--- config.mk ---
export PLATFORM = sky130hd
export DESIGN_NAME = rgc_top
export DESIGN_NICKNAME = d
export VERILOG_FILES = /design/src/rgc_pkg.sv /design/src/rgc_sync2.sv /design/src/rgc_top.sv
export VERILOG_INCLUDE_DIRS = /design/src /design/src/src
export SDC_FILE = /design/constraint.sdc
export NUM_CORES = 1
export LEC_CHECK = 0
export BUFFER_PORTS_ARGS = -buffer_cell sky130_fd_sc_hd__buf_4
export CAP_MARGIN = 10
export CELL_PAD_IN_SITES_DETAIL_PLACEMENT = 0
export CELL_PAD_IN_SITES_GLOBAL_PLACEMENT = 2
export CORE_ASPECT_RATIO = 1.25
export CORE_MARGIN = 2
export CORE_UTILIZATION = 40
export CTS_BUF_LIST = sky130_fd_sc_hd__clkbuf_8 sky130_fd_sc_hd__clkbuf_16
export DETAILED_ROUTE_END_ITERATION = 6
export GPL_TIMING_DRIVEN = 0
export PLACE_DENSITY = 0.84
export SLEW_MARGIN = 0
export SYNTH_ARGS = -nofsm -noshare
export SYNTH_HDL_FRONTEND = slang
export SYNTH_SLANG_ARGS = --single-unit
--- constraint.sdc ---
create_clock -name ref_clk -period 7.75 [get_ports ref_clk]
set_input_delay 1.9375 -clock ref_clk [delete_from_list [all_inputs] [get_ports ref_clk]]
set_output_delay 1.9375 -clock ref_clk [all_outputs]
set_load 0.02 [all_outputs]
--- src/rgc_cfg.svh ---
// Purpose: Constants for the receive gain control and status pin block
// Assumes: Included by its bare name wherever the values are needed
// Notes: Offsets are register addresses on the configuration port
`ifndef RGC_CFG_SVH
`define RGC_CFG_SVH

// Register addresses
`define RGC_ADDR_GAIN_DOWN_INIT 7'h13
`define RGC_ADDR_GAIN_UP_SENSE 7'h14
`define RGC_ADDR_STATUS_LOCK 7'h15

// Reset values: margin code 1, level 24, selector 0
`define RGC_RST_GAIN_DOWN_INIT 8'h38
`define RGC_RST_GAIN_UP_SENSE 8'h38
`define RGC_RST_STATUS_LOCK 8'h00
`define RGC_RST_GAIN 5'h18

// Threshold offsets in 1.5 dB strength steps
`define RGC_LEVEL_OFFSET 8'h08
`define RGC_DOWN_BASE 8'h03

// Status selector codes
`define RGC_SEL_ZERO 4'h0
`define RGC_SEL_ONE 4'h1
`define RGC_SEL_LOCK_STEADY 4'h2
`define RGC_SEL_LOCK_MOMENT 4'h3
`define RGC_SEL_CARRIER 4'h4
`define RGC_SEL_CAL_DONE 4'h5
`define RGC_SEL_SEQ_FAULT 4'h6
`define RGC_SEL_FIRST_TAP 4'h7

`endif

--- src/rgc_pkg.sv ---
// Purpose: Types shared by the receive gain control block
// Assumes: Field positions follow the register layouts
// Notes: Structs are packed so they overlay the register bytes
package rgc_pkg;

    // Down margin and initial gain register
    typedef struct packed {
        logic [2:0] down_margin;
        logic [4:0] init_gain;
    } rgc_gain_down_type;

    // Up margin and sense level register
    typedef struct packed {
        logic [2:0] up_margin;
        logic [4:0] sense_level;
    } rgc_gain_up_type;

    // Status pin selector and lock detect settings
    typedef struct packed {
        logic [3:0] status_sel;
        logic [3:0] lock_detect;
    } rgc_status_type;

    // Gain step request
    typedef enum logic [1:0] {
        RGC_DIR_NONE = 2'b00,
        RGC_DIR_UP = 2'b01,
        RGC_DIR_DOWN = 2'b10
    } rgc_dir_type;

endpackage : rgc_pkg

--- src/rgc_sync2.sv ---
// Purpose: Two flip-flop synchroniser for a vector of levels
// Assumes: Each bit is an independent slow level
// Notes: First stage is read only by the second stage
`timescale 1ns/1ps
module rgc_sync2 #(
    parameter int WIDTH = 1
) (
    input wire logic ref_clk, // Sampling clock
    input wire logic rst_n, // Active low reset
    input wire logic [WIDTH-1:0] async_in, // Levels from other domains
    output logic [WIDTH-1:0] sync_out // Synchronised levels
);

    logic [WIDTH-1:0] stage1;

    // Two stage capture
    always_ff @(posedge ref_clk or negedge rst_n) begin
        if (!rst_n) begin
            stage1 <= '0;
            sync_out <= '0;
        end else begin
            stage1 <= async_in;
            sync_out <= stage1;
        end
    end

endmodule : rgc_sync2

--- src/rgc_top.sv ---
// Purpose: Receive gain loop thresholds, sense level and status pin selector
// Assumes: Strength samples arrive already in 1.5 dB steps on ref_clk
// Notes: Configuration port is a parallel register port on ref_clk
// Behaviour
// - Lower gain when level exceeds sense level plus 8 plus up plus 3+down.
// - Raise gain below sense level plus 8 plus up, if under maximum.
// - Thresholds compare a strength level with 1.5 dB steps.
// - Load the programmed initial gain when receive chain switches on; reset 24.
// - The gain loop never exceeds the programmed initial gain.
// - Sense level, reset 24, is the reference for carrier sense and gain.
// - Status pin follows a 4-bit selector over constants, flags and clocks.
// - With hysteresis, step only after two consecutive samples agree.
// - Average magnitude over 2, 4, 8 or 16 samples by a 2-bit code.
// - Gain loop off holds gain at the initial value.
`timescale 1ns/1ps
`include "rgc_cfg.svh"
module rgc_top
    import rgc_pkg::*;
#(
    parameter int MAG_W = 8
) (
    input wire logic ref_clk, // 100 MHz clock
    input wire logic nrst, // Async active low reset
    input wire logic cfg_wr_en, // Register write strobe
    input wire logic cfg_rd_en, // Register read strobe
    input wire logic [6:0] cfg_addr, // Register address
    input wire logic [7:0] cfg_wdata, // Write data
    output logic [7:0] cfg_rdata, // Read data
    output logic cfg_rd_valid, // Read data valid pulse
    input wire logic rx_on, // Receive chain enabled
    input wire logic gain_loop_off, // Gain loop disabled
    input wire logic gain_step_hysteresis, // Two-sample hysteresis on
    input wire logic [1:0] magnitude_average_count, // Averaging length code
    input wire logic mag_valid, // Strength sample strobe
    input wire logic [MAG_W-1:0] mag_level, // Strength sample
    input wire logic pll_lock_steady_n, // Steady lock, active low
    input wire logic pll_lock_momentary_n, // Momentary lock, active low
    input wire logic cal_done_n, // Calibration done, active low
    input wire logic sequencing_fault_n, // Sequencing fault, active low
    input wire logic [8:0] clk_taps, // Clocks and comparators, codes 7 to 15
    output logic [4:0] vga_gain, // Amplifier gain
    output logic [7:0] strength_level, // Averaged strength
    output logic strength_valid, // Strength update pulse
    output logic carrier_sense, // Level above sense level
    output logic status_pin // Multipurpose status output
);

    logic rst_meta;
    logic rst_n;
    rgc_gain_down_type gain_cfg;
    rgc_gain_up_type up_cfg;
    rgc_status_type stat_cfg;
    rgc_dir_type pending;
    logic [12:0] sync_in;
    logic [12:0] sync_q;
    logic [11:0] acc;
    logic [3:0] cnt;
    logic rx_on_q;

    // Reset release through two flops
    always_ff @(posedge ref_clk or negedge nrst) begin
        if (!nrst) begin
            rst_meta <= 1'b0;
            rst_n <= 1'b0;
        end else begin
            rst_meta <= 1'b1;
            rst_n <= rst_meta;
        end
    end

    // Register decode
    wire wr_down = cfg_wr_en && (cfg_addr == `RGC_ADDR_GAIN_DOWN_INIT);
    wire wr_up = cfg_wr_en && (cfg_addr == `RGC_ADDR_GAIN_UP_SENSE);
    wire wr_stat = cfg_wr_en && (cfg_addr == `RGC_ADDR_STATUS_LOCK);
    wire [7:0] rd_mux = (cfg_addr == `RGC_ADDR_GAIN_DOWN_INIT) ? gain_cfg :
                        (cfg_addr == `RGC_ADDR_GAIN_UP_SENSE) ? up_cfg :
                        (cfg_addr == `RGC_ADDR_STATUS_LOCK) ? stat_cfg : 8'h00;

    // Configuration registers and read port
    always_ff @(posedge ref_clk or negedge rst_n) begin
        if (!rst_n) begin
            gain_cfg <= `RGC_RST_GAIN_DOWN_INIT;
            up_cfg <= `RGC_RST_GAIN_UP_SENSE;
            stat_cfg <= `RGC_RST_STATUS_LOCK;
            cfg_rdata <= 8'h00;
            cfg_rd_valid <= 1'b0;
        end else begin
            if (wr_down) gain_cfg <= cfg_wdata;
            if (wr_up) up_cfg <= cfg_wdata;
            if (wr_stat) stat_cfg <= cfg_wdata;
            cfg_rdata <= cfg_rd_en ? rd_mux : 8'h00;
            cfg_rd_valid <= cfg_rd_en;
        end
    end

    // Averaging length and sum
    wire [3:0] avg_last = 4'((5'h02 << magnitude_average_count) - 5'h01);
    wire [11:0] acc_sum = acc + 12'(mag_level);
    wire [11:0] avg_val = acc_sum >> (3'(magnitude_average_count) + 3'h1); // Three bits so code 3 shifts by 4
    wire avg_done = mag_valid && (cnt == avg_last);

    // Magnitude averager; level is in 1.5 dB steps
    always_ff @(posedge ref_clk or negedge rst_n) begin
        if (!rst_n) begin
            acc <= 12'h000;
            cnt <= 4'h0;
            strength_level <= 8'h00;
            strength_valid <= 1'b0;
            carrier_sense <= 1'b0;
        end else begin
            strength_valid <= avg_done;
            if (mag_valid) begin
                acc <= avg_done ? 12'h000 : acc_sum;
                cnt <= avg_done ? 4'h0 : cnt + 4'h1;
            end
            if (avg_done) begin
                strength_level <= avg_val[7:0];
                carrier_sense <= avg_val[7:0] > {3'h0, up_cfg.sense_level};
            end
        end
    end

    // Thresholds in strength steps
    wire [7:0] up_th = {3'h0, up_cfg.sense_level} + `RGC_LEVEL_OFFSET + {5'h00, up_cfg.up_margin};
    wire [7:0] down_th = up_th + `RGC_DOWN_BASE + {5'h00, gain_cfg.down_margin};
    wire at_max = vga_gain >= gain_cfg.init_gain;
    wire want_down = (strength_level > down_th) && (vga_gain != 5'h00);
    wire want_up = (strength_level < up_th) && !at_max;
    wire rgc_dir_type want = want_down ? RGC_DIR_DOWN : (want_up ? RGC_DIR_UP : RGC_DIR_NONE);
    wire step_ok = !gain_step_hysteresis || (pending == want);
    wire rx_rise = rx_on && !rx_on_q;
    wire [4:0] stepped = (want == RGC_DIR_UP) ? vga_gain + 5'h01 :
                         (want == RGC_DIR_DOWN) ? vga_gain - 5'h01 : vga_gain;
    wire [4:0] loop_gain = (strength_valid && step_ok) ? stepped : vga_gain;
    wire [4:0] next_gain = (rx_rise || gain_loop_off) ? gain_cfg.init_gain :
                           (loop_gain > gain_cfg.init_gain) ? gain_cfg.init_gain : loop_gain;

    // Gain register and hysteresis memory
    always_ff @(posedge ref_clk or negedge rst_n) begin
        if (!rst_n) begin
            vga_gain <= `RGC_RST_GAIN;
            pending <= RGC_DIR_NONE;
            rx_on_q <= 1'b0;
        end else begin
            vga_gain <= next_gain;
            rx_on_q <= rx_on;
            if (rx_rise || gain_loop_off) begin
                pending <= RGC_DIR_NONE;
            end else if (strength_valid) begin
                pending <= (step_ok || want == RGC_DIR_NONE) ? RGC_DIR_NONE : want;
            end
        end
    end

    // Outside flags pass two flops before selection
    assign sync_in = {clk_taps, sequencing_fault_n, cal_done_n, pll_lock_momentary_n, pll_lock_steady_n};

    rgc_sync2 #(
        .WIDTH(13)
    ) u_sync (
        .ref_clk(ref_clk),
        .rst_n(rst_n),
        .async_in(sync_in),
        .sync_out(sync_q)
    );

    // Status pin selection; code 2 is the lock indicator the host picks
    wire [3:0] sel = stat_cfg.status_sel;
    wire [3:0] tap_idx = sel - `RGC_SEL_FIRST_TAP;
    wire next_status = (sel == `RGC_SEL_ZERO) ? 1'b0 :
                       (sel == `RGC_SEL_ONE) ? 1'b1 :
                       (sel == `RGC_SEL_LOCK_STEADY) ? sync_q[0] :
                       (sel == `RGC_SEL_LOCK_MOMENT) ? sync_q[1] :
                       (sel == `RGC_SEL_CARRIER) ? !carrier_sense :
                       (sel == `RGC_SEL_CAL_DONE) ? sync_q[2] :
                       (sel == `RGC_SEL_SEQ_FAULT) ? sync_q[3] : sync_q[4 + tap_idx];

    // Status pin flop
    always_ff @(posedge ref_clk or negedge rst_n) begin
        if (!rst_n) begin
            status_pin <= 1'b0;
        end else begin
            status_pin <= next_status;
        end
    end

    // Checks on the gain loop, averager, carrier sense and status pin
    wire loop_free = strength_valid && !rx_rise && !gain_loop_off && (vga_gain <= gain_cfg.init_gain);

    a_gain_down_step: assert property (@(posedge ref_clk) disable iff (!rst_n)
        loop_free && !gain_step_hysteresis && (strength_level > down_th) && (vga_gain != 5'h00)
        |=> vga_gain == $past(vga_gain) - 5'h01)
        else $error("gain not lowered above down threshold");

    a_gain_up_step: assert property (@(posedge ref_clk) disable iff (!rst_n)
        loop_free && !gain_step_hysteresis && (strength_level < up_th) && (vga_gain < gain_cfg.init_gain)
        |=> vga_gain == $past(vga_gain) + 5'h01)
        else $error("gain not raised below up threshold");

    a_rx_on_load: assert property (@(posedge ref_clk) disable iff (!rst_n)
        rx_on && !rx_on_q |=> vga_gain == $past(gain_cfg.init_gain))
        else $error("initial gain not loaded at receive start");

    a_gain_ceiling: assert property (@(posedge ref_clk) disable iff (!rst_n)
        1'b1 |=> vga_gain <= $past(gain_cfg.init_gain))
        else $error("gain above ceiling");

    a_sense_ref: assert property (@(posedge ref_clk) disable iff (!rst_n)
        avg_done |=> carrier_sense == (strength_level > {3'h0, $past(up_cfg.sense_level)}))
        else $error("carrier sense not against sense level");

    a_status_const: assert property (@(posedge ref_clk) disable iff (!rst_n)
        (sel == `RGC_SEL_ZERO || sel == `RGC_SEL_ONE) |=> status_pin == $past(sel[0]))
        else $error("status pin constant wrong");

    a_hyst_first: assert property (@(posedge ref_clk) disable iff (!rst_n)
        loop_free && gain_step_hysteresis && (want != RGC_DIR_NONE) && (pending != want)
        |=> $stable(vga_gain) && (pending == $past(want)))
        else $error("hysteresis stepped on one sample");

    a_avg_spacing: assert property (@(posedge ref_clk) disable iff (!rst_n)
        mag_valid && (cnt == 4'h0) && (magnitude_average_count == 2'h0) ##1 mag_valid
        |=> strength_valid)
        else $error("two-sample average not produced");

    a_loop_off_hold: assert property (@(posedge ref_clk) disable iff (!rst_n)
        gain_loop_off [*2] |-> vga_gain == $past(gain_cfg.init_gain))
        else $error("gain moved with loop off");

    a_band_hold: assert property (@(posedge ref_clk) disable iff (!rst_n)
        loop_free && (strength_level >= up_th) && (strength_level <= down_th) |=> $stable(vga_gain))
        else $error("gain changed inside band");

endmodule : rgc_top

Yosys cells after proc, flatten, opt, wreduce, memory -nomap -nowiden

Cells that the tools add are included.

Eq/ne operators: 13
Reduce and logical (&&, ||, !) cells: 19
$add $sub $neg: 12
Order comparisons: 6
Shifts and indexed selects: 2
Multiplexer cells: 25

Operators with widths:

| operator                                                              | number |
|---|---|
| 8-bit two-way mux                                                     | 4 |
| 5-bit two-way mux                                                     | 5 |
| 7-bit by 5-bit equality test with 1-bit output, second input constant | 3 |
| 12-bit by 8-bit adder with 12-bit output                              | 1 |
| 4-bit by 3-bit equality test with 1-bit output, second input constant | 3 |
| 12-bit two-way mux                                                    | 1 |
| 12-bit by 3-bit right shift with 8-bit output                         | 1 |
| 1-bit two-way mux                                                     | 9 |
| 7-bit by 2-bit adder with 8-bit output, second input constant         | 1 |
| 8-bit by 3-bit adder with 8-bit output                                | 1 |
| 4-bit by 2-bit equality test with 1-bit output, second input constant | 2 |
| 8-bit by 5-bit > comparator with 1-bit output                         | 1 |
| 8-bit > comparator                                                    | 1 |
| 1-bit logical AND                                                     | 8 |
| 8-bit by 7-bit less-than comparator with 1-bit output                 | 1 |
| 2-bit two-way mux                                                     | 4 |
| 6-bit by 3-bit adder with 7-bit output                                | 1 |
| 5-bit by 4-bit adder with 6-bit output, second input constant         | 1 |
| 3-bit by 4-bit adder with 5-bit output, first input constant          | 1 |
| 5-bit by 1-bit adder with 5-bit output, second input constant         | 1 |
| 5-bit greater-or-equal comparator                                     | 1 |
| 5-bit > comparator                                                    | 1 |
| 5-bit less-than comparator, second input constant                     | 1 |
| 5-bit nonzero test                                                    | 1 |
| 18 further kinds                                                      | 23 |

Register bits: 96
Input port bits: 46

Depth between registers and ports, before layout

Gate-level depths: netlist of run 1.

Depth in word-level cells: 14
Depth in mapped cells: 27
Gate-level depth less buffers: 27

Modules after synthesis

Synthesis of run 1 repeated with hierarchy kept, for this count alone.

Cell total of the unflattened synthesis: 547
Area, all modules: 5672.9 um^2

By module, submodules not included:

| module    | area each (um^2) | seq. area each (um^2) | times used | cells each |
|---|---|---|---|---|
| rgc_top   | 5022.3           | 1761.7                | 1          | 521 |
| rgc_sync2 | 650.6            | 650.6                 | 1          | 26 |

Least setup slack after synthesis of run 1

OpenSTA, ideal clock, no wires.

Path type: flip-flop to flip-flop
Start: register up_cfg[5] (netlist bit)
End: register vga_gain[4]
Cell stages (with the launch flop): 26
Setup slack: 2.226 ns
Buffers on the path: 0
Required time: 7.639 ns
Arrival: 5.413 ns
Period minus slack after synthesis: 5.524 ns
Setup time: 0.111 ns
Cell sequence: dfstp_2 > ha_1 > inv_1 > fa_1 > ha_1 > inv_1 > ha_1 > inv_1 > fa_1 > nor2b_1 > o21ai_0 > xnor2_1 > ha_1 > a21o_1 > a211o_1 > o21ai_0 > o22ai_1 > a22o_1 > a21oi_1 > ha_1 > nor2b_1 > o21a_1 > o21ai_0 > a21oi_1 > or2_2 > o311ai_0

Longest elaborated chain between the ends: 13
Elaborated cells between the ends (all ways): 20
Classes of those cells: 3 x add/sub; 3 x order compare; 3 x eq/ne; 7 x mux; 4 x reduce/logical

RTL lines:

| element                                                | RTL line                       | text |
|---|---|---|
| start: declaration                                     | rgc_top.sv:51                  | `rgc_gain_up_type up_cfg;` |
| start signal: assignment                               | rgc_top.sv:83                  | `` up_cfg <= `RGC_RST_GAIN_UP_SENSE; `` |
| start signal: assignment                               | rgc_top.sv:89                  | `if (wr_up) up_cfg <= cfg_wdata;` |
| 6-bit by 3-bit adder with 7-bit output (*)             | rgc_top.sv:124                 | `` wire [7:0] up_th = {3'h0, up_cfg.sense_level} + `RGC_LEVEL_OFFSET + {5'h00, up_cfg.up_margin}; `` |
| 7-bit by 2-bit adder with 8-bit output (no line)       | -                              |  |
| 8-bit by 3-bit adder with 8-bit output                 | rgc_top.sv:125                 | `` wire [7:0] down_th = up_th + `RGC_DOWN_BASE + {5'h00, gain_cfg.down_margin}; `` |
| 8-bit > comparator                                     | rgc_top.sv:127                 | `wire want_down = (strength_level > down_th) && (vga_gain != 5'h00);` |
| 1-bit logical AND                                      | rgc_top.sv:127                 |  |
| 2-bit two-way mux (*)                                  | rgc_top.sv:129                 | `wire rgc_dir_type want = want_down ? RGC_DIR_DOWN : (want_up ? RGC_DIR_UP : RGC_DIR_NONE);` |
| 2-bit equality test (on tied branches)                 | rgc_top.sv:133, rgc_top.sv:130 |  |
| 5-bit two-way mux or 1-bit logical OR (tied branches)  | rgc_top.sv:133, rgc_top.sv:130 |  |
| 5-bit two-way mux or 1-bit logical AND (tied branches) | rgc_top.sv:132, rgc_top.sv:134 |  |
| 5-bit two-way mux (*)                                  | rgc_top.sv:134                 | `wire [4:0] loop_gain = (strength_valid && step_ok) ? stepped : vga_gain;` |
| 5-bit > comparator                                     | rgc_top.sv:136                 | `(loop_gain > gain_cfg.init_gain) ? gain_cfg.init_gain : loop_gain;` |
| 5-bit two-way mux (*)                                  | rgc_top.sv:136                 |  |
| 5-bit two-way mux (*)                                  | rgc_top.sv:135                 | `wire [4:0] next_gain = (rx_rise \|\| gain_loop_off) ? gain_cfg.init_gain :` |
| via next_gain[4]                                       | rgc_top.sv:135                 |  |
| end signal: assignment                                 | rgc_top.sv:141                 | `` vga_gain <= `RGC_RST_GAIN; `` |
| end signal: assignment                                 | rgc_top.sv:145                 | `vga_gain <= next_gain;` |
| end: declaration                                       | rgc_top.sv:41                  | `output logic [4:0] vga_gain,` |

The timed path passes the listed nets; every way through them passes the cells marked *.
A chain may end at the register's enable or synchronous reset.

Final worst setup path of run 1

Start: register up_cfg[5] (netlist bit)
End: register vga_gain[1]

The elaborated chain is that of the path after synthesis.

==> results of run 1 <==
[power by group through the flow]
stage	registers (mW)	logic (mW)	clock network (mW)
floorplan	0.713	0.684	0
global placement	0.711	0.937	0
detailed placement	0.708	0.964	0
CTS	0.699	0.970	0.446
global route	0.712	1.08	0.465
finish	0.697	0.956	0.433
[metal layers]
layer | vias to the layer above | wire, um | track usage [%]
li1 | 2116 | - | -
met1 | 2048 | 5550 | 20.6
met2 | 71 | 6800 | 32.5
met3 | 11 | 390 | 3.19
met4 | 0 | 177 | 5.56
met5 | - | 0 | 0
[logic make-up (layout without fill, tap and decap cells)]
| kind of cell | after synthesis | in the layout | share of synthesized area [%] |
|---|---|---|---|
| simple gates | 138 | 138 | 12.3 |
| compound gates | 122 | 122 | 15.6 |
| flops | 96 | 96 | 42.1 |
| buf+inv | 60 | 145 | 3.99 |
| fa+ha+maj | 54 | 54 | 12.2 |
| mux | 50 | 50 | 10.4 |
| xor+xnor | 23 | 23 | 3.51 |
| other cells | 1 | 1 | 0.0654 |
[state kept, by name (all words and copies together), names as in the netlist, 2 cells and up]
name,flops
up_cfg,8
u_sync.sync_out,13
gain_cfg,8
strength_level,8
pending,2
sel,4
acc,12
cnt,4
cfg_rdata,8
u_sync.stage1,13
vga_gain,5
stat_cfg,4
[cell usage in the layout, fill, tap and decap left out, types with 3 or more instances in the layout]
cell type	Yosys	routed
dfrtp_1	88	87
buf_4	0	68
ha_1	51	51
inv_1	45	45
nand2_1	41	41
mux2_2	36	36
nor2_1	28	28
a21oi_1	21	21
o21ai_0	19	19
nor2b_1	18	18
o22ai_1	14	14
xnor2_1	13	13
clkbuf_1	11	11
a22oi_1	10	10
nand3_1	10	10
xor2_1	10	10
mux2i_1	10	10
clkbuf_16	0	9
nand2b_1	8	8
dfstp_2	8	8
a21o_1	7	7
nor3_1	7	7
o211ai_1	4	4
nand4_1	4	4
o21a_1	4	4
mux4_2	4	4
a31oi_1	4	4
buf_2	3	3
a22o_1	3	3
o31ai_1	3	3
or3_1	3	3
nor3b_1	3	3
fa_1	3	3
inv_6	0	3
clkinvlp_4	0	3
[through the flow]
step	setup WS (ns)	cell area [um2]	std cells	utilization (%)	total power, mW
2_1_floorplan	2.23	5740	544	-	1.40
3_3_place_gp	1.48	6460	787	46.4	1.65
6_report	1.38	6780	804	48.7	2.09
3_5_place_dp	1.44	6500	788	46.6	1.67
4_1_cts	1.43	6780	804	48.7	2.11
5_1_grt	1.09	6780	804	48.7	2.26
[layout make-up]
cell class / count / area share, %
multi-input cells: 388 / 45.6
flip-flops and latches: 96 / 35.6
repair buffers: 69 / 7.93
clock buffers: 9 / 3.32
well taps: 175 / 3.23
inverters: 45 / 2.49
clock inverters: 7 / 0.886
plain buffers: 15 / 0.886
[final timing paths]
check / to / slack [ns] / cells after the start
worst max-delay path: vga_gain[1] / 1.38 / 25
worst min-delay path: cnt[1] / 0.28 / 0
worst max register to register: vga_gain[1] / 1.38 / 25
worst min register to register: cnt[1] / 0.28 / 0
max in group asynchronous: rst_n / 6.30 / 1
min in group ref_clk: u_sync.sync_out[7] / 0.35 / 0
==> results.sh, run 1 <==
export IMPL_status="finished, final reports clean"
export IMPL_dieArea_um2=15300
export IMPL_grt_pass1_vias=4307
export IMPL_rows=48
export IMPL_drtIter0Drc=146
export IMPL_post_route_period_util_pct=82.2
export IMPL_cts_tree="yes"
export IMPL_cp_top_family="compound AO/OA/AOI/OAI gates"
export IMPL_fp_dieW_um=111
export IMPL_numCtsBuffers=9
export IMPL_yosysSeqAreaShare_pct=42.1
export IMPL_multi_input_area_um2=3090
export IMPL_vias=4246
export IMPL_nNetsFinal=724
export IMPL_firstDrtPassIters=6
export IMPL_finalMaxSlewViolations=0
export IMPL_seq_power_share_pct=33.4
export IMPL_power_switching_uw=831
export IMPL_worstPathRequired_ns=7.98
export IMPL_rsz0062_at_grt="no"
export IMPL_yosys_top_cells_count="dfrtp_1, ha_1, inv_1"
export IMPL_ys_top_cells_by_area="dfrtp_1, ha_1, mux2_2"
export IMPL_clock_latency_ns=0.35
export IMPL_nFillCells=1328
export IMPL_ys_types=72
export IMPL_clockRootBuffer="clkbuf_16"
export IMPL_synth_async_sr_flop_share_pct=100
export IMPL_ctsHoldBuffers=0
export IMPL_crit_start="up_cfg[5]"
export IMPL_timing_final_crit_period_ns=6.37
export IMPL_end_kind="register"
export IMPL_drive_above_1_share_pct=24.8
export IMPL_synth_most_common_cell="dfrtp_1"
export IMPL_via_per_inst=5.28
export IMPL_cp_max_fo=6
export IMPL_ir_drop_mv=0.177
export IMPL_dp_hpwl_um=10100
export IMPL_crit_arrival_ns=6.61
export IMPL_seq_area_um2=2420
export IMPL_clkSinkCount=96
export IMPL_maxSlewHeadroom_pct=48.9
export IMPL_yosys_area_top_type="dfrtp_1"
export IMPL_cts_setup_buffers=0
export IMPL_crit_top_cell="ha_1"
export IMPL_p_comb_share_pct=45.8
export IMPL_grt_use_total_pct=17.5
export IMPL_crit_reg2reg_launch="up_cfg[5]"
export IMPL_routed_wl_um=12900
export IMPL_drv_cap=0
export IMPL_path_class="reg -> reg"
export IMPL_power_leakage_nw=3.10
export IMPL_tns_ns=0
export IMPL_initial_core_util_pct=41.2
export IMPL_ios=71
export IMPL_hold_violations=0
export IMPL_coreArea_um2=13900
export IMPL_crit_buf_inv=3
export IMPL_synthCells=544
export IMPL_ys_flop_type="dfrtp_1"
export IMPL_synth_area_um2=5740
export IMPL_fp_dieH_um=138
export IMPL_portBuffers=68
export IMPL_cts_clk_slew_worst_paths_ns=0.07
export IMPL_ys_ff_latch=96
export IMPL_drc=0
export IMPL_max_stage_delay_ns=0.63
export IMPL_pwr_share_clk_pct=20.8
export IMPL_grt_max_degree=67
export IMPL_slowest_stage="o21ai_0"
export IMPL_avgSynthCellArea_um2=10.5
export IMPL_synth_edff_count=0
export IMPL_cts_resized=0
export IMPL_netlist_area_leader_share_pct=38.4
export IMPL_setup_violations=0
export IMPL_htree_levels=3
export IMPL_grt_ovfl_total=0
export IMPL_syn2layout_area_growth_pct=18.2
export IMPL_tightest_slew_ns=0.759
export IMPL_cts_path_max_buffers=2
export IMPL_antenna_left=0
export IMPL_antenna_found_initial=0
export IMPL_critPathLaunchType="register"
export IMPL_syn_nets=644
export IMPL_p_int_mw=1.26
export IMPL_yosysWarnings=0
export IMPL_p_sw_share_pct=39.8
export IMPL_pwr_density_cell_nw_per_um2=308
export IMPL_routedWlPerCell_um=16.1
export IMPL_antenna_cells=0
export IMPL_gp_congestion=0.841
export IMPL_min_path_type="reg -> async"
export IMPL_fin_skew_ns=0.00615
export IMPL_fmax_mhz=157
export IMPL_grt_pass1_wl_um=21200
export IMPL_holdWs_ns=0.276
Power figures use the tool's default switching activity.
==> run 2: changes to the inputs <==
CORE_UTILIZATION = 38   (was 40)
PLACE_DENSITY = 0.8   (was 0.84)
clock period = 6.25 ns   (was 7.75 ns; I/O delays follow)
==> run 2 against run 1 <==
Routed wire length up 2.2%. Largest cell class unchanged. Critical path depth unchanged. Via count up 0.49%. Register-to-register slack worse by 0.99 ns. Power up 27%. Worst hold slack better by 0.0083 ns. Sequential power up 24%. Count of clock-buffer cells in the layout up 1. Flip-flop and latch count unchanged. Worst setup slack worse by 0.99 ns.
==> results.sh, run 2 (synthesis results as in run 1) <==
export IMPL_end_kind="register"
export IMPL_drc=0
export IMPL_setup_ws_ns=0.384
export IMPL_antenna_cells=0
export IMPL_r2r_end="vga_gain[2]"
export IMPL_dp_cells=795
export IMPL_nFillCells=1431
export IMPL_cts_path_max_buffers=2
export IMPL_postLayoutCoreUtil_pct=45.9
export IMPL_pwr_density_cell_nw_per_um2=386
export IMPL_firstDrtPassIters=4
export IMPL_mostFrequentLayoutCells="dfrtp_1, buf_4, ha_1"
export IMPL_dpl_worst_slack_ns=-0.0741
export IMPL_place_area_um2=6500
export IMPL_crit_top_cell="ha_1"
export IMPL_portBuffers=68
export IMPL_status="finished, final reports clean"
export IMPL_timing_final_crit_period_ns=5.87
export IMPL_clock_latency_ns=0.35
export IMPL_cp_max_fo=6
export IMPL_slowest_stage="dfstp_2"
export IMPL_syn2layout_area_growth_pct=19.2
export IMPL_coreArea_um2=14900
export IMPL_finalMaxSlewViolations=0
export IMPL_numCtsBuffers=9
export IMPL_holdWs_ns=0.284
export IMPL_dieArea_um2=16100
export IMPL_gp_congestion=0.801
export IMPL_clockRootBuffer="clkbuf_16"
export IMPL_ios=71
export IMPL_routedWlPerCell_um=16.3
export IMPL_drv_cap=0
export IMPL_fin_total_pwr_mw=2.64
export IMPL_clkSinkCount=96
export IMPL_htree_levels=3
export IMPL_grt_pass1_vias=4292
export IMPL_worstPathRequired_ns=6.48
export IMPL_grt_pass1_wl_um=21700
export IMPL_fin_skew_ns=0.00874
export IMPL_ctsHoldBuffers=0
export IMPL_grt_max_degree=62
export IMPL_fp_dieH_um=141
export IMPL_min_path_type="reg -> async"
export IMPL_fmax_mhz=170
export IMPL_postLayoutCellArea_um2=6840
export IMPL_path_class="reg -> reg"
export IMPL_drtIter0Drc=225
export IMPL_maxSlewHeadroom_pct=45.6
export IMPL_via_per_inst=5.25
export IMPL_multi_input_area_um2=3110
export IMPL_rows=50
export IMPL_antenna_left=0
export IMPL_reg2reg_slack_ns=0.38
export IMPL_grt_ovfl_total=0
export IMPL_tightest_slew_ns=0.813
export IMPL_crit_arrival_ns=6.10
export IMPL_crit_reg2reg_launch="up_cfg[5]"
export IMPL_initial_core_util_pct=38.5
export IMPL_layout_commonest_cell="dfrtp_1"
export IMPL_post_route_period_util_pct=93.9
export IMPL_drive_above_1_share_pct=25.6
export IMPL_setup_violations=0
export IMPL_critPathLaunchType="register"
export IMPL_r2r_cells=25
export IMPL_power_leakage_nw=3.13
export IMPL_routed_wl_um=13200
export IMPL_ir_drop_mv=0.166
export IMPL_cts_clk_slew_worst_paths_ns=0.07
export IMPL_hold_violations=0
export IMPL_antenna_found_initial=0
export IMPL_nNetsFinal=725
export IMPL_dp_hpwl_um=10100
export IMPL_stdcell_count=812
export IMPL_fp_dieW_um=114
export IMPL_cts_tree="yes"
export IMPL_tns_ns=0
export IMPL_max_stage_delay_ns=0.55
export IMPL_grt_use_total_pct=17.2
export IMPL_seq_area_um2=2420
export IMPL_reg_top3="u_sync.stage1 x13, u_sync.sync_out x13, acc x12"
export IMPL_vias=4267
## run 2: how the worst max path moves through the flow
stage | start | to | depth (start not counted)
3_3_place_gp | up_cfg[5] | vga_gain[1] | 25
2_1_floorplan | up_cfg[5] | vga_gain[4] | 25
3_5_place_dp | up_cfg[5] | vga_gain[1] | 25
5_1_grt | up_cfg[5] | vga_gain[1] | 25
4_1_cts | up_cfg[5] | vga_gain[1] | 25
6_report | up_cfg[5] | vga_gain[2] | 25
## run 2: area by class of cell
class | count | share of cell area, %
well taps | 182 | 3.33
repair buffers | 70 | 7.98
plain buffers | 15 | 0.878
clock buffers | 10 | 3.50
clock inverters | 6 | 0.970
inverters | 45 | 2.47
flip-flops and latches | 96 | 35.3
multi-input cells | 388 | 45.5
## run 2: report_power, final
group,leakage (nW),total [mW],internal [mW],switching [mW]
sequential,1.19,0.866,0.736,0.129
combinational,1.80,1.20,0.548,0.656
clock,0.147,0.570,0.323,0.247
total,3.13,2.64,1.61,1.03
## run 2: routing by layer
layer	vias to the layer above	track usage [%]	wire, um
met5	-	0	0
met4	0	5.91	208
met1	2072	21.6	5730
met3	13	2.39	371
met2	69	30.3	6890
li1	2113	-	-
## run 2: critical path, delay by kind of cell, from the launching register on
family	cells	cell delay [ns]
and+or+nand+nor	3	0.51
muxes	1	0.36
AOI/OAI and AO/OA	10	1.95
buffers and inverters	3	0.17
xor gates and xnor gates	1	0.20
DFF	1	0.55
adders and majority gates	7	2.02
## run 2: what timing repair did
| item | 4_1_cts | 5_1_grt |
|---|---|---|
| setup buffers | 0 | 1 |
| setup endpoints to repair | 3 | 5 |
| gates resized for setup | 1 | 6 |
| endpoints found under the hold margin | 0 | 0 |
| pin swaps | 0 | 4 |
==> run 3: changes to the inputs <==
GPL_TIMING_DRIVEN = 1   (was 0)
==> run 3 against run 2 <==
Worst hold slack got worse by 0.0029 ns. Highest routed layer unchanged. Die area did not move. Power fell by 2.7%. Flip-flop and latch count did not move. Via count fell by 1.4%. Combinational power barely moved.
==> results.sh, run 3 (synthesis results as in run 1) <==
export IMPL_crit_arrival_ns=6.15
export IMPL_tightest_slew_ns=0.901
export IMPL_routedWlPerCell_um=16.5
export IMPL_setup_ws_ns=0.337
export IMPL_place_area_um2=6450
export IMPL_firstDrtPassIters=4
export IMPL_crit_reg2reg_launch="up_cfg[5]"
export IMPL_timing_final_crit_period_ns=5.91
export IMPL_grt_ovfl_total=0
export IMPL_coreArea_um2=14900
export IMPL_rsz0062_at_grt="no"
export IMPL_critPathLaunchType="register"
export IMPL_vias=4209
export IMPL_hold_violations=0
export IMPL_dp_hpwl_um=10000
export IMPL_path_class="reg -> reg"
export IMPL_fp_dieH_um=141
export IMPL_fp_dieW_um=114
export IMPL_clock_latency_ns=0.35
export IMPL_cts_tree="yes"
export IMPL_r2r_cells=25
export IMPL_fin_skew_ns=0.0106
export IMPL_mostFrequentLayoutCells="dfrtp_1, buf_4, ha_1"
export IMPL_setup_violations=0
export IMPL_fmax_mhz=169
export IMPL_drtIter0Drc=160
export IMPL_end_kind="register"
export IMPL_via_per_inst=5.26
export IMPL_drv_cap=0
export IMPL_power_leakage_nw=3.09
export IMPL_syn2layout_area_growth_pct=17.5
export IMPL_drive_above_1_share_pct=25.6
export IMPL_portBuffers=70
export IMPL_worstPathRequired_ns=6.49
export IMPL_grt_pass1_vias=4313
export IMPL_nNetsFinal=713
export IMPL_htree_levels=3
export IMPL_tns_ns=0
export IMPL_finalMaxSlewViolations=0
export IMPL_post_route_period_util_pct=94.6
export IMPL_grt_use_total_pct=17.1
export IMPL_routed_wl_um=13200
export IMPL_initial_core_util_pct=38.5
export IMPL_drc=0
export IMPL_maxSlewHeadroom_pct=39.7
export IMPL_antenna_left=0
export IMPL_cts_setup_buffers=0
export IMPL_status="finished, final reports clean"
export IMPL_reg2reg_slack_ns=0.34
export IMPL_ir_drop_mv=0.224
export IMPL_clkSinkCount=96
export IMPL_r2r_end="vga_gain[2]"
export IMPL_antenna_found_initial=0
export IMPL_pwr_density_cell_nw_per_um2=381
export IMPL_nFillCells=1441
export IMPL_dpl_worst_slack_ns=0.275
export IMPL_reg_top3="u_sync.stage1 x13, u_sync.sync_out x13, acc x12"
export IMPL_grt_max_degree=60
export IMPL_grt_pass1_wl_um=21600
export IMPL_dieArea_um2=16100
export IMPL_numCtsBuffers=9
export IMPL_ios=71
export IMPL_min_path_type="reg -> async"
export IMPL_layout_commonest_cell="dfrtp_1"
export IMPL_rows=50
export IMPL_cp_max_fo=6
export IMPL_clockRootBuffer="clkbuf_16"
export IMPL_cts_path_max_buffers=2
export IMPL_antenna_cells=0
export IMPL_cts_clk_slew_worst_paths_ns=0.07
export IMPL_postLayoutCellArea_um2=6740
export IMPL_gp_congestion=0.811
run 3: cell types whose count changed in the layout (fill, tap and decap cells not counted), moves of 2 or more:
cell      before  now
clkinv_4       0    2
clkbuf_1      11    0
buf_2          3    0
buf_4         69   73
run 3: critical path, cell delays in order (launching register included):
cell      delay [ns]
dfstp_2         0.54
ha_1            0.16
inv_1           0.06
fa_1            0.46
ha_1            0.29
inv_1           0.06
ha_1            0.16
inv_1           0.06
fa_1            0.39
nor2b_1         0.12
o21ai_0         0.10
xnor2_1         0.16
ha_1            0.29
a21o_1          0.16
a211o_1         0.34
o21a_4          0.27
o32ai_4         0.32
o221ai_1        0.20
a21oi_2         0.20
ha_1            0.26
nor2b_1         0.14
o21a_1          0.16
o21ai_0         0.13
a21oi_1         0.10
nor2_1          0.28
mux2_2          0.38
run 3: area by class of cell:
| class | instances | area, um2 | area share, % |
|---|---|---|---|
| multi-input cells | 388 | 3110 | 46.1 |
| clock inverters | 7 | 48.8 | 0.724 |
| flip-flops and latches | 96 | 2420 | 35.8 |
| inverters | 45 | 169 | 2.51 |
| repair buffers | 73 | 548 | 8.13 |
| well taps | 182 | 228 | 3.38 |
| clock buffers | 9 | 225 | 3.34 |
run 3: worst max-delay path by stage:
stage	cells past startpoint	slack, ns	from	endpoint
floorplan	25	0.73	up_cfg[5]	vga_gain[4]
global placement	25	0.36	up_cfg[5]	vga_gain[2]
detailed placement	25	0.27	up_cfg[5]	vga_gain[2]
CTS	25	0.27	up_cfg[5]	vga_gain[2]
global route	25	0.02	up_cfg[5]	vga_gain[4]
finish	25	0.34	up_cfg[5]	vga_gain[2]
run 3: what timing repair did:
action	in CTS	in global routing
endpoints found under the hold margin	0	0
setup endpoints to repair	0	3
hold buffers	0	0
resized for setup	0	3
run 3: per-layer routing:
| layer | global-route usage, % | up-vias | wire, um |
|---|---|---|---|
| li1 | - | 2087 | - |
| met5 | 0 | - | 0 |
| met3 | 2.69 | 17 | 387 |
| met1 | 20.9 | 2038 | 5710 |
| met2 | 30.4 | 67 | 6900 |
| met4 | 5.97 | 0 | 217 |
run 3: per-stage QoR:
step | util [%] | std cells | power, mW | hold WS [ns]
2_1_floorplan | - | 544 | 1.73 | 0.331
3_3_place_gp | 43.4 | 784 | 2.05 | 0.284
3_5_place_dp | 43.4 | 784 | 2.07 | 0.297
4_1_cts | 45.2 | 800 | 2.60 | 0.302
5_1_grt | 45.3 | 800 | 2.78 | 0.333
6_report | 45.3 | 800 | 2.57 | 0.281
run 3: report_power, final:
| part | total (mW) | switching [mW] | internal, mW |
|---|---|---|---|
| combinational | 1.18 | 0.633 | 0.550 |
| clock | 0.512 | 0.242 | 0.270 |
| sequential | 0.874 | 0.137 | 0.737 |
| total | 2.57 | 1.01 | 1.56 |
